File: config.mk
export PLATFORM = sky130hd
export DESIGN_NAME = stp_top
export DESIGN_NICKNAME = d
export VERILOG_FILES = /design/src/rtl/stp_pkg.sv /design/src/rtl/stp_prbs.sv /design/src/rtl/stp_top.sv
export SDC_FILE = /design/constraint.sdc
export NUM_CORES = 1
export LEC_CHECK = 0
export BUFFER_PORTS_ARGS = -buffer_cell sky130_fd_sc_hd__buf_2
export CORE_ASPECT_RATIO = 1.75
export CORE_MARGIN = 4
export CORE_UTILIZATION = 40
export CTS_CLUSTER_DIAMETER = 40
export DETAILED_ROUTE_END_ITERATION = 12
export SKIP_LAST_GASP = 1
export SYNTH_ARGS = -nofsm -noshare
export SYNTH_HDL_FRONTEND = slang
export SYNTH_SLANG_ARGS = --single-unit
File: constraint.sdc
create_clock -name clk_i -period 3.3 [get_ports clk_i]
set_clock_uncertainty 0.1 [all_clocks]
set_input_delay 0.165 -clock clk_i [delete_from_list [all_inputs] [get_ports clk_i]]
set_output_delay 0.165 -clock clk_i [all_outputs]
set_load 0.02 [all_outputs]
File: src/rtl/stp_pkg.sv
// Purpose: Constants and types for the sensor output test-pattern block
// Assumes: 16-bit registers on a 32-bit APB, byte address = 4 x register index
// Notes:   Overview list below
//
// Overview of operation
// - Flag a channel fault when fewer black samples than needed were gathered
// - Fault status holds eight read-only channel bits in its low byte
// - Enable bit replaces sensor pixels with a synthesized pattern on all lanes
// - Increment bit makes the pattern step each word, else it stays constant
// - PRBS bit drives a pseudo-random sequence onto the lanes instead of pixels
// - Framing bit sends patterns inside frame/line structure, else continuous stream
// - Each lane has its own constant from an 8-bit low and 2-bit high part
// - Needed black samples equal two to the programmed exponent
package stp_pkg;

  localparam int unsigned LANES      = 4;
  localparam int unsigned PIX_W      = 10;
  localparam int unsigned CHANS      = 8;
  localparam int unsigned BCNT_W     = 9;

  // Register indices; byte address is four times the index
  localparam logic [7:0]  IDX_BLACKCAL  = 8'h80;
  localparam logic [7:0]  IDX_FAULT     = 8'h89;
  localparam logic [7:0]  IDX_RSVD_A    = 8'h8A;
  localparam logic [7:0]  IDX_RSVD_B    = 8'h8B;
  localparam logic [7:0]  IDX_RSVD_C    = 8'h8C;
  localparam logic [7:0]  IDX_RSVD_ONES = 8'h8D;
  localparam logic [7:0]  IDX_TEST_CTRL = 8'h90;
  localparam logic [7:0]  IDX_PAT_LO01  = 8'h92;
  localparam logic [7:0]  IDX_PAT_LO23  = 8'h93;
  localparam logic [7:0]  IDX_PAT_HI    = 8'h96;
  localparam logic [7:0]  IDX_IRQ_STAT  = 8'hA0;
  localparam logic [7:0]  IDX_IRQ_MASK  = 8'hA1;

  // Reset values
  localparam logic [15:0] RST_BLACKCAL  = 16'h4008;
  localparam logic [15:0] RST_RSVD_ONES = 16'hFFFF;
  localparam logic [3:0]  RST_TEST_CTRL = 4'h0;
  localparam logic [15:0] RST_PAT_LO01  = 16'h0100;
  localparam logic [15:0] RST_PAT_LO23  = 16'h0302;
  localparam logic [7:0]  RST_PAT_HI    = 8'h00;
  localparam logic [1:0]  RST_IRQ       = 2'h0;

  // Field positions
  localparam int unsigned BIT_PAT_EN    = 0;
  localparam int unsigned BIT_INC       = 1;
  localparam int unsigned BIT_PRBS      = 2;
  localparam int unsigned BIT_FRAMED    = 3;
  localparam int unsigned BSAMP_LSB     = 8;
  localparam int unsigned BSAMP_W       = 3;
  localparam int unsigned IRQ_FAULT     = 0;
  localparam int unsigned IRQ_FRAME     = 1;

  // PRBS seed, any nonzero value
  localparam logic [14:0] PRBS_SEED     = 15'h7FFF;

  typedef logic [LANES-1:0][PIX_W-1:0] stp_lane_data_t;

  // Pixel word arriving from the readout side
  typedef struct packed {
    logic           fv;
    logic           lv;
    stp_lane_data_t data;
  } stp_pix_s;

  // Word leaving toward the frame receiver
  typedef struct packed {
    logic           dv;
    logic           fv;
    logic           lv;
    stp_lane_data_t data;
  } stp_out_s;

  // Black calibration result from the calibration engine
  typedef struct packed {
    logic              done;
    logic [2:0]        chan;
    logic [BCNT_W-1:0] count;
  } stp_bcal_s;

endpackage

File: src/rtl/stp_prbs.sv
// Purpose: Pseudo-random word source for the lanes
// Assumes: One step per output word
// Notes:   x^15 + x^14 + 1 LFSR, low bits form the word
`timescale 1ns/10ps
`default_nettype none
module stp_prbs #(
  parameter int unsigned W = 10
) (
  input  wire logic         clk_i,
  input  wire logic         reset_n_i,
  input  wire logic         load_i,
  input  wire logic         step_i,
  output logic [W-1:0]      data_o
);
  import stp_pkg::*;

  logic [14:0] lfsr_reg;

  ////////////////////////////////////////////////////////////////////////////
  // Shift register, reload on request
  always_ff @(posedge clk_i or negedge reset_n_i) begin
    if (!reset_n_i) begin
      lfsr_reg <= PRBS_SEED;
    end else if (load_i) begin
      lfsr_reg <= PRBS_SEED;
    end else if (step_i) begin
      lfsr_reg <= {lfsr_reg[13:0], lfsr_reg[14] ^ lfsr_reg[13]};
    end
  end

  // Registered word output
  always_ff @(posedge clk_i or negedge reset_n_i) begin
    if (!reset_n_i) begin
      data_o <= '0;
    end else begin
      data_o <= lfsr_reg[W-1:0];
    end
  end
endmodule
`default_nettype wire

File: src/rtl/stp_top.sv
// Purpose: Test-pattern insertion on the output lanes plus black-cal fault status
// Assumes: Pixel clock and pixel pins come from outside and are synchronised here
// Notes:   APB slave with zero wait states; one level interrupt
`timescale 1ns/10ps
`default_nettype none
module stp_top (
  input  wire logic              clk_i,
  input  wire logic              reset_n_i,
  // APB slave
  input  wire logic              psel_i,
  input  wire logic              penable_i,
  input  wire logic              pwrite_i,
  input  wire logic [11:0]       paddr_i,
  input  wire logic [31:0]       pwdata_i,
  output logic [31:0]            prdata_o,
  output logic                   pready_o,
  output logic                   pslverr_o,
  // Readout side, asynchronous pins
  input  wire logic              pix_clk_i,
  input  wire stp_pkg::stp_pix_s pix_i,
  // Calibration engine, same clock
  input  wire stp_pkg::stp_bcal_s bcal_i,
  // Toward frame receiver
  output stp_pkg::stp_out_s      out_o,
  output logic                   irq_o
);
  import stp_pkg::*;

  logic [2:0]           pclk_sync_reg;
  stp_pix_s             pix_s1_reg;
  stp_pix_s             pix_s2_reg;
  logic                 word_stb;
  logic                 lv_prev_reg;
  logic                 fv_prev_reg;
  logic                 line_start;
  logic                 frame_start;
  logic [15:0]          blackcal_reg;
  logic [3:0]           test_ctrl_reg;
  logic [15:0]          pat_lo01_reg;
  logic [15:0]          pat_lo23_reg;
  logic [7:0]           pat_hi_reg;
  logic [CHANS-1:0]     fault_reg;
  logic [1:0]           irq_stat_reg;
  logic [1:0]           irq_mask_reg;
  logic [1:0]           irq_event;
  stp_lane_data_t       pat_base;
  stp_lane_data_t       pat_cnt_reg;
  logic [PIX_W-1:0]     prbs_word;
  logic                 framed;
  logic                 in_line;
  logic                 advance;
  logic                 wr_en;
  logic                 rd_en;
  logic [7:0]           idx;
  logic                 idx_hit;
  logic [BCNT_W-1:0]    need_samples;
  logic                 bcal_fault;
  logic [31:0]          rd_data;

  // Threshold from exponent
  function automatic logic [BCNT_W-1:0] samples_needed(input logic [BSAMP_W-1:0] e);
    samples_needed = BCNT_W'(1) << e;
  endfunction

  // Selects one lane's field from a packed register pair
  function automatic logic [7:0] lane_low(input logic [15:0] r, input logic hi);
    lane_low = hi ? r[15:8] : r[7:0];
  endfunction

  ////////////////////////////////////////////////////////////////////////////
  // APB decode
  assign idx      = paddr_i[9:2];
  assign wr_en    = psel_i & penable_i & pwrite_i & idx_hit;
  assign rd_en    = psel_i & penable_i & ~pwrite_i;
  assign pready_o = 1'b1;

  // Address hit table
  always_comb begin
    case (idx)
      IDX_BLACKCAL, IDX_FAULT, IDX_RSVD_A, IDX_RSVD_B, IDX_RSVD_C, IDX_RSVD_ONES,
      IDX_TEST_CTRL, IDX_PAT_LO01, IDX_PAT_LO23, IDX_PAT_HI,
      IDX_IRQ_STAT, IDX_IRQ_MASK: idx_hit = (paddr_i[11:10] == 2'h0) && (paddr_i[1:0] == 2'h0);
      default: idx_hit = 1'b0;
    endcase
  end

  // Error on unmapped access
  assign pslverr_o = psel_i & penable_i & ~idx_hit;

  // Read mux, upper half reads zero
  always_comb begin
    rd_data = 32'h0000_0000;
    case (idx)
      IDX_BLACKCAL:  rd_data[15:0] = blackcal_reg;
      IDX_FAULT:     rd_data[7:0]  = fault_reg;
      IDX_RSVD_ONES: rd_data[15:0] = RST_RSVD_ONES;
      IDX_TEST_CTRL: rd_data[3:0]  = test_ctrl_reg;
      IDX_PAT_LO01:  rd_data[15:0] = pat_lo01_reg;
      IDX_PAT_LO23:  rd_data[15:0] = pat_lo23_reg;
      IDX_PAT_HI:    rd_data[7:0]  = pat_hi_reg;
      IDX_IRQ_STAT:  rd_data[1:0]  = irq_stat_reg;
      IDX_IRQ_MASK:  rd_data[1:0]  = irq_mask_reg;
      default:       rd_data = 32'h0000_0000;
    endcase
    if (!idx_hit) begin
      rd_data = 32'h0000_0000;
    end
  end

  // Registered read data
  always_ff @(posedge clk_i or negedge reset_n_i) begin
    if (!reset_n_i) begin
      prdata_o <= 32'h0000_0000;
    end else if (psel_i & ~penable_i & ~pwrite_i) begin
      prdata_o <= rd_data;
    end
  end

  ////////////////////////////////////////////////////////////////////////////
  // Configuration registers
  always_ff @(posedge clk_i or negedge reset_n_i) begin
    if (!reset_n_i) begin
      blackcal_reg  <= RST_BLACKCAL;
      test_ctrl_reg <= RST_TEST_CTRL;
      pat_lo01_reg  <= RST_PAT_LO01;
      pat_lo23_reg  <= RST_PAT_LO23;
      pat_hi_reg    <= RST_PAT_HI;
      irq_mask_reg  <= RST_IRQ;
    end else if (wr_en) begin
      case (idx)
        IDX_BLACKCAL:  blackcal_reg  <= pwdata_i[15:0];
        IDX_TEST_CTRL: test_ctrl_reg <= pwdata_i[3:0];
        IDX_PAT_LO01:  pat_lo01_reg  <= pwdata_i[15:0];
        IDX_PAT_LO23:  pat_lo23_reg  <= pwdata_i[15:0];
        IDX_PAT_HI:    pat_hi_reg    <= pwdata_i[7:0];
        IDX_IRQ_MASK:  irq_mask_reg  <= pwdata_i[1:0];
        default:       irq_mask_reg  <= irq_mask_reg;
      endcase
    end
  end

  ////////////////////////////////////////////////////////////////////////////
  // Black calibration fault status
  // threshold exponent
  assign need_samples = samples_needed(blackcal_reg[BSAMP_LSB +: BSAMP_W]);
  assign bcal_fault   = bcal_i.count < need_samples;

  always_ff @(posedge clk_i or negedge reset_n_i) begin
    if (!reset_n_i) begin
      fault_reg <= '0;
    end else if (bcal_i.done) begin
      fault_reg[bcal_i.chan] <= bcal_fault;
    end
  end

  ////////////////////////////////////////////////////////////////////////////
  // Pin synchronisers, pixel clock edge detect
  always_ff @(posedge clk_i or negedge reset_n_i) begin
    if (!reset_n_i) begin
      pclk_sync_reg <= 3'h0;
      pix_s1_reg    <= '0;
      pix_s2_reg    <= '0;
    end else begin
      pclk_sync_reg <= {pclk_sync_reg[1:0], pix_clk_i};
      pix_s1_reg    <= pix_i;
      pix_s2_reg    <= pix_s1_reg;
    end
  end

  assign word_stb = pclk_sync_reg[1] & ~pclk_sync_reg[2];

  // Line and frame edge tracking
  always_ff @(posedge clk_i or negedge reset_n_i) begin
    if (!reset_n_i) begin
      lv_prev_reg <= 1'b0;
      fv_prev_reg <= 1'b0;
    end else if (word_stb) begin
      lv_prev_reg <= pix_s2_reg.lv;
      fv_prev_reg <= pix_s2_reg.fv;
    end
  end

  assign line_start  = word_stb & pix_s2_reg.lv & ~lv_prev_reg;
  assign frame_start = word_stb & pix_s2_reg.fv & ~fv_prev_reg;

  ////////////////////////////////////////////////////////////////////////////
  // Pattern generation
  // lane constants
  always_comb begin
    for (int i = 0; i < LANES; i++) begin
      pat_base[i] = {pat_hi_reg[2*i +: 2], lane_low(i < 2 ? pat_lo01_reg : pat_lo23_reg, i[0])};
    end
  end

  assign framed  = test_ctrl_reg[BIT_FRAMED];
  assign in_line = pix_s2_reg.fv & pix_s2_reg.lv;
  assign advance = word_stb & (framed ? in_line : 1'b1);

  always_ff @(posedge clk_i or negedge reset_n_i) begin
    if (!reset_n_i) begin
      pat_cnt_reg <= '0;
    end else if (!test_ctrl_reg[BIT_INC] || !test_ctrl_reg[BIT_PAT_EN]) begin
      pat_cnt_reg <= pat_base;
    end else if (framed && line_start) begin
      // Line opens on the constant, so the counter moves one past it
      for (int i = 0; i < LANES; i++) begin
        pat_cnt_reg[i] <= pat_base[i] + PIX_W'(1);
      end
    end else if (advance) begin
      for (int i = 0; i < LANES; i++) begin
        pat_cnt_reg[i] <= pat_cnt_reg[i] + PIX_W'(1);
      end
    end
  end

  stp_prbs #(
    .W (PIX_W)
  ) u_prbs (
    .clk_i     (clk_i),
    .reset_n_i (reset_n_i),
    .load_i    (~test_ctrl_reg[BIT_PRBS]),
    .step_i    (advance),
    .data_o    (prbs_word)
  );

  ////////////////////////////////////////////////////////////////////////////
  // Output word, one per rising pixel clock edge
  always_ff @(posedge clk_i or negedge reset_n_i) begin
    if (!reset_n_i) begin
      out_o <= '0;
    end else begin
      out_o.dv <= 1'b0;
      if (word_stb) begin
        if (test_ctrl_reg[BIT_PRBS]) begin
          for (int i = 0; i < LANES; i++) begin
            out_o.data[i] <= prbs_word;
          end
        end else if (test_ctrl_reg[BIT_PAT_EN]) begin
          out_o.data <= (framed && line_start) ? pat_base : pat_cnt_reg;
        end else begin
          out_o.data <= pix_s2_reg.data;
        end
        if ((test_ctrl_reg[BIT_PRBS] | test_ctrl_reg[BIT_PAT_EN]) & ~framed) begin
          out_o.dv <= 1'b1;
          out_o.fv <= 1'b0;
          out_o.lv <= 1'b0;
        end else begin
          out_o.dv <= in_line;
          out_o.fv <= pix_s2_reg.fv;
          out_o.lv <= pix_s2_reg.lv;
        end
      end
    end
  end

  ////////////////////////////////////////////////////////////////////////////
  // Interrupt status, set wins over write-one-clear
  assign irq_event[IRQ_FAULT] = bcal_i.done & bcal_fault;
  assign irq_event[IRQ_FRAME] = frame_start;

  always_ff @(posedge clk_i or negedge reset_n_i) begin
    if (!reset_n_i) begin
      irq_stat_reg <= RST_IRQ;
    end else begin
      irq_stat_reg <= (irq_stat_reg & ~((wr_en && idx == IDX_IRQ_STAT) ? pwdata_i[1:0] : 2'h0)) | irq_event;
    end
  end

  assign irq_o = |(irq_stat_reg & irq_mask_reg);

endmodule
`default_nettype wire

==> results.toml <==
[worst_hold_path]
min_to = "prdata_o[3]"
min_from = "paddr_i[0]"
hold_path_class = "primary input to register"
whs_path_depth = 6

[place]
portBuffers = 149
dp_hpwl_mm = 28.6
gp_congestion = 0.918
place_area_sq_um = 14900

[run]
max-cap-violations = 0

[sta]
tightest_slew_ns = 0.826
slew_viol_final = 0
finalSetupViolations = 0
fin_crit_ns = 3.05
timing.fmax_mhz = 328
rsz0062_at_grt = "false"
slew_headroom_pct = 44.5
finalHoldViolations = 0
finalCritPeriodShare_pct = 92.5
setup_tns_ns = 0

[synthesis]
avgSynthCellArea_sq_um = 10.0
synth_cell_types = 81
synth_seq_area_share_pct = 52.1
async_flop_share_pct = 100
synthesis.area_sq_um = 13700
synth_warnings = 0
synth_flop_cell = "dfrtp_1"
ys_ff_latch = 285
synth-edff-count = 0
syn_inst = 1373

[cts]
cts_made_buffers = 31
cts.clk_slew.worst_paths_ns = 0.07
htree_levels = 1
clock-sinks = 285
cts.path.max_buffers = 3
post_cts_resized = 0
cts_tree = "built"
insertion_delay_ns = 0.58
root_buffer = "clkbuf_16"

[worst_setup_path]
path_class = "register to register"
r2r_end = "irq_stat_reg[0]"
arrival_ns = 3.47
cp_max_fo = 10
critPathLaunch = "blackcal_reg[8]"
reg2regPathDepth = 10
critPathLaunchType = "register"
reg2reg_slack_ns = 0.25
r2r-start = "blackcal_reg[8]"
cp.required_ns = 3.72
end_kind = "register"

[final_layout]
final_area_sq_um = 16600
fin_nets = 1677
final_util_pct = 49.1
layout-drive-gt1-share_pct = 22.2
largest_register_ffs = 43
syn_to_final_growth_pct = 21.1
diodes = 0
nFillCells = 3217

[drt]
vias = 11300
dr_wl_met2_mm = 20.6
postRouteAntennaNets = 0
drt_iter0_drc = 676
vias_per_cell = 5.54
wire_per_inst_um = 19.7
firstDrtPassIters = 7
drc = 0
routed_wl_mm = 40.1
highest_layer = "met4"
met3_wirelength_mm = 1.81
wl_met1_mm = 16.0

[floorplanning]
die_area_sq_um = 37500
num_rows = 89
start_util_pct = 40.6
coreArea_sq_um = 33900
io_pins = 183
dieHeight_um = 253
fp.dieW_um = 148

[power]
powerDensity_nw_per_um2 = 471
finalPower_w = 0.00783
vdd_ir_drop_max_mv = 0.430
p_leak_nw = 7.37

[grt]
grt.total_usage_pct = 21.3
antenna_found_initial = 0
grt_pass1_vias = 11400
grt-ovfl-total = 0
grt_max_degree = 97
grt_pass1_wl_mm = 63.9

[status]
status = "finished clean"
synthesized netlist by cell type, types with 4 or more instances:
library cell / n / area [sq um]
dfstp_2: 21 / 552
o21ai_1: 40 / 200
inv_1: 13 / 48.8
nor3_1: 23 / 115
nand4_1: 11 / 68.8
a221oi_1: 8 / 70.1
a31oi_1: 11 / 68.8
a221o_1: 5 / 50.1
nand2_1: 212 / 796
a211o_1: 4 / 35.0
o22ai_1: 4 / 25.0
o32ai_1: 7 / 61.3
o21ai_0: 71 / 355
a211oi_1: 9 / 67.6
mux2_1: 20 / 225
a21oi_1: 85 / 425
a311oi_1: 32 / 280
and3_1: 18 / 113
mux2i_1: 30 / 300
buf_1: 10 / 37.5
o211ai_1: 11 / 82.6
o22a_1: 8 / 70.1
mux2_2: 60 / 676
xor2_1: 4 / 35.0
and2_1: 4 / 25.0
a22oi_1: 5 / 37.5
nand4b_1: 4 / 35.0
a2111oi_0: 4 / 35.0
nand3b_1: 4 / 30.0
nor4b_1: 4 / 35.0
xnor2_1: 7 / 61.3
buf_2: 23 / 115
nand3_1: 48 / 240
nor4_1: 6 / 37.5
dfrtp_1: 264 / 6610
nor2_1: 102 / 383
a22o_1: 14 / 123
clkbuf_1: 62 / 233
buf_4: 20 / 150
ha_1: 11 / 138
area by class of cell:
type	instances	area, sq um	area share [%]
Clock buffer	38	822	4.94
Clock inverter	20	208	1.25
Timing Repair Buffer	258	1790	10.8
Sequential cell	285	7160	43.0
Inverter	13	48.8	0.293
Tap cell	455	569	3.42
Multi-Input combinational cell	972	6030	36.3
worst max-delay path by stage:
stage | end
detailed placement | pat_cnt_reg[27]
floorplan | pat_cnt_reg[26]
finish | irq_stat_reg[0]
CTS | irq_stat_reg[0]
global placement | pat_cnt_reg[16]
global route | irq_stat_reg[0]
layer usage:
layer | track usage, % | vias to the layer above
li1 | - | 5310
met3 | 2.38 | 89
met5 | 0 | -
met2 | 37.5 | 369
met4 | 9.64 | 0
met1 | 26.2 | 5546
logic make-up after synthesis:
kind of cell    count (synthesis)  synth area share [%]
buf+inv                       131                  4.50
flops                         285                  52.1
mux                           112                  8.96
simple gates                  476                  16.3
compound gates                345                  16.4
other cells                     2                0.0547
xor+xnor                       11                 0.701
fa+ha+maj                      11                  1.00
repair_timing:
| action | CTS | global route |
|---|---|---|
| hold buffers | 68 | 0 |
| endpoints found under the setup margin | 0 | 1 |
| buffers inserted | 0 | 3 |
| hold endpoints to repair | 207 | 0 |
metrics by stage:
stage	std cells	worst slack (ns)	hold slack [ns]
finish	2041	0.249	0.0479
global route	2041	0.0942	0.114
global placement	1912	0.530	0.133
detailed placement	1912	0.472	0.146
floorplan	1388	0.704	-0.231
CTS	2038	0.0244	0.0337
critical path, stage by stage, from the launching register on:
cell           delay (ns)
dfrtp_1              0.49
or3b_2               0.47
ha_1                 0.28
o41a_1               0.10
o21a_1               0.18
o21ai_2              0.12
a21oi_1              0.11
a2111oi_4            0.27
buf_4                0.20
a22o_1               0.13
dlygate4sd3_1        0.54
where the power goes:
group	leakage [nW]	switching (W)	internal [W]	total, W
combinational	3.36	0.000402	0.000248	0.000650
sequential	3.51	0.0000726	0.00363	0.00371
clock	0.504	0.00150	0.00197	0.00347
cells in the final DEF (no fill, tap or decap), types with 32 or more instances in the layout:
cell type / instances
dfrtp_1: 262
dlygate4sd3_1: 68
buf_4: 37
mux2_2: 60
o21ai_1: 40
nand2_1: 212
nor2_1: 102
buf_2: 148
nand3_1: 48
o21ai_0: 71
a21oi_1: 84
a311oi_1: 32
Power figures use the tool's default switching activity.
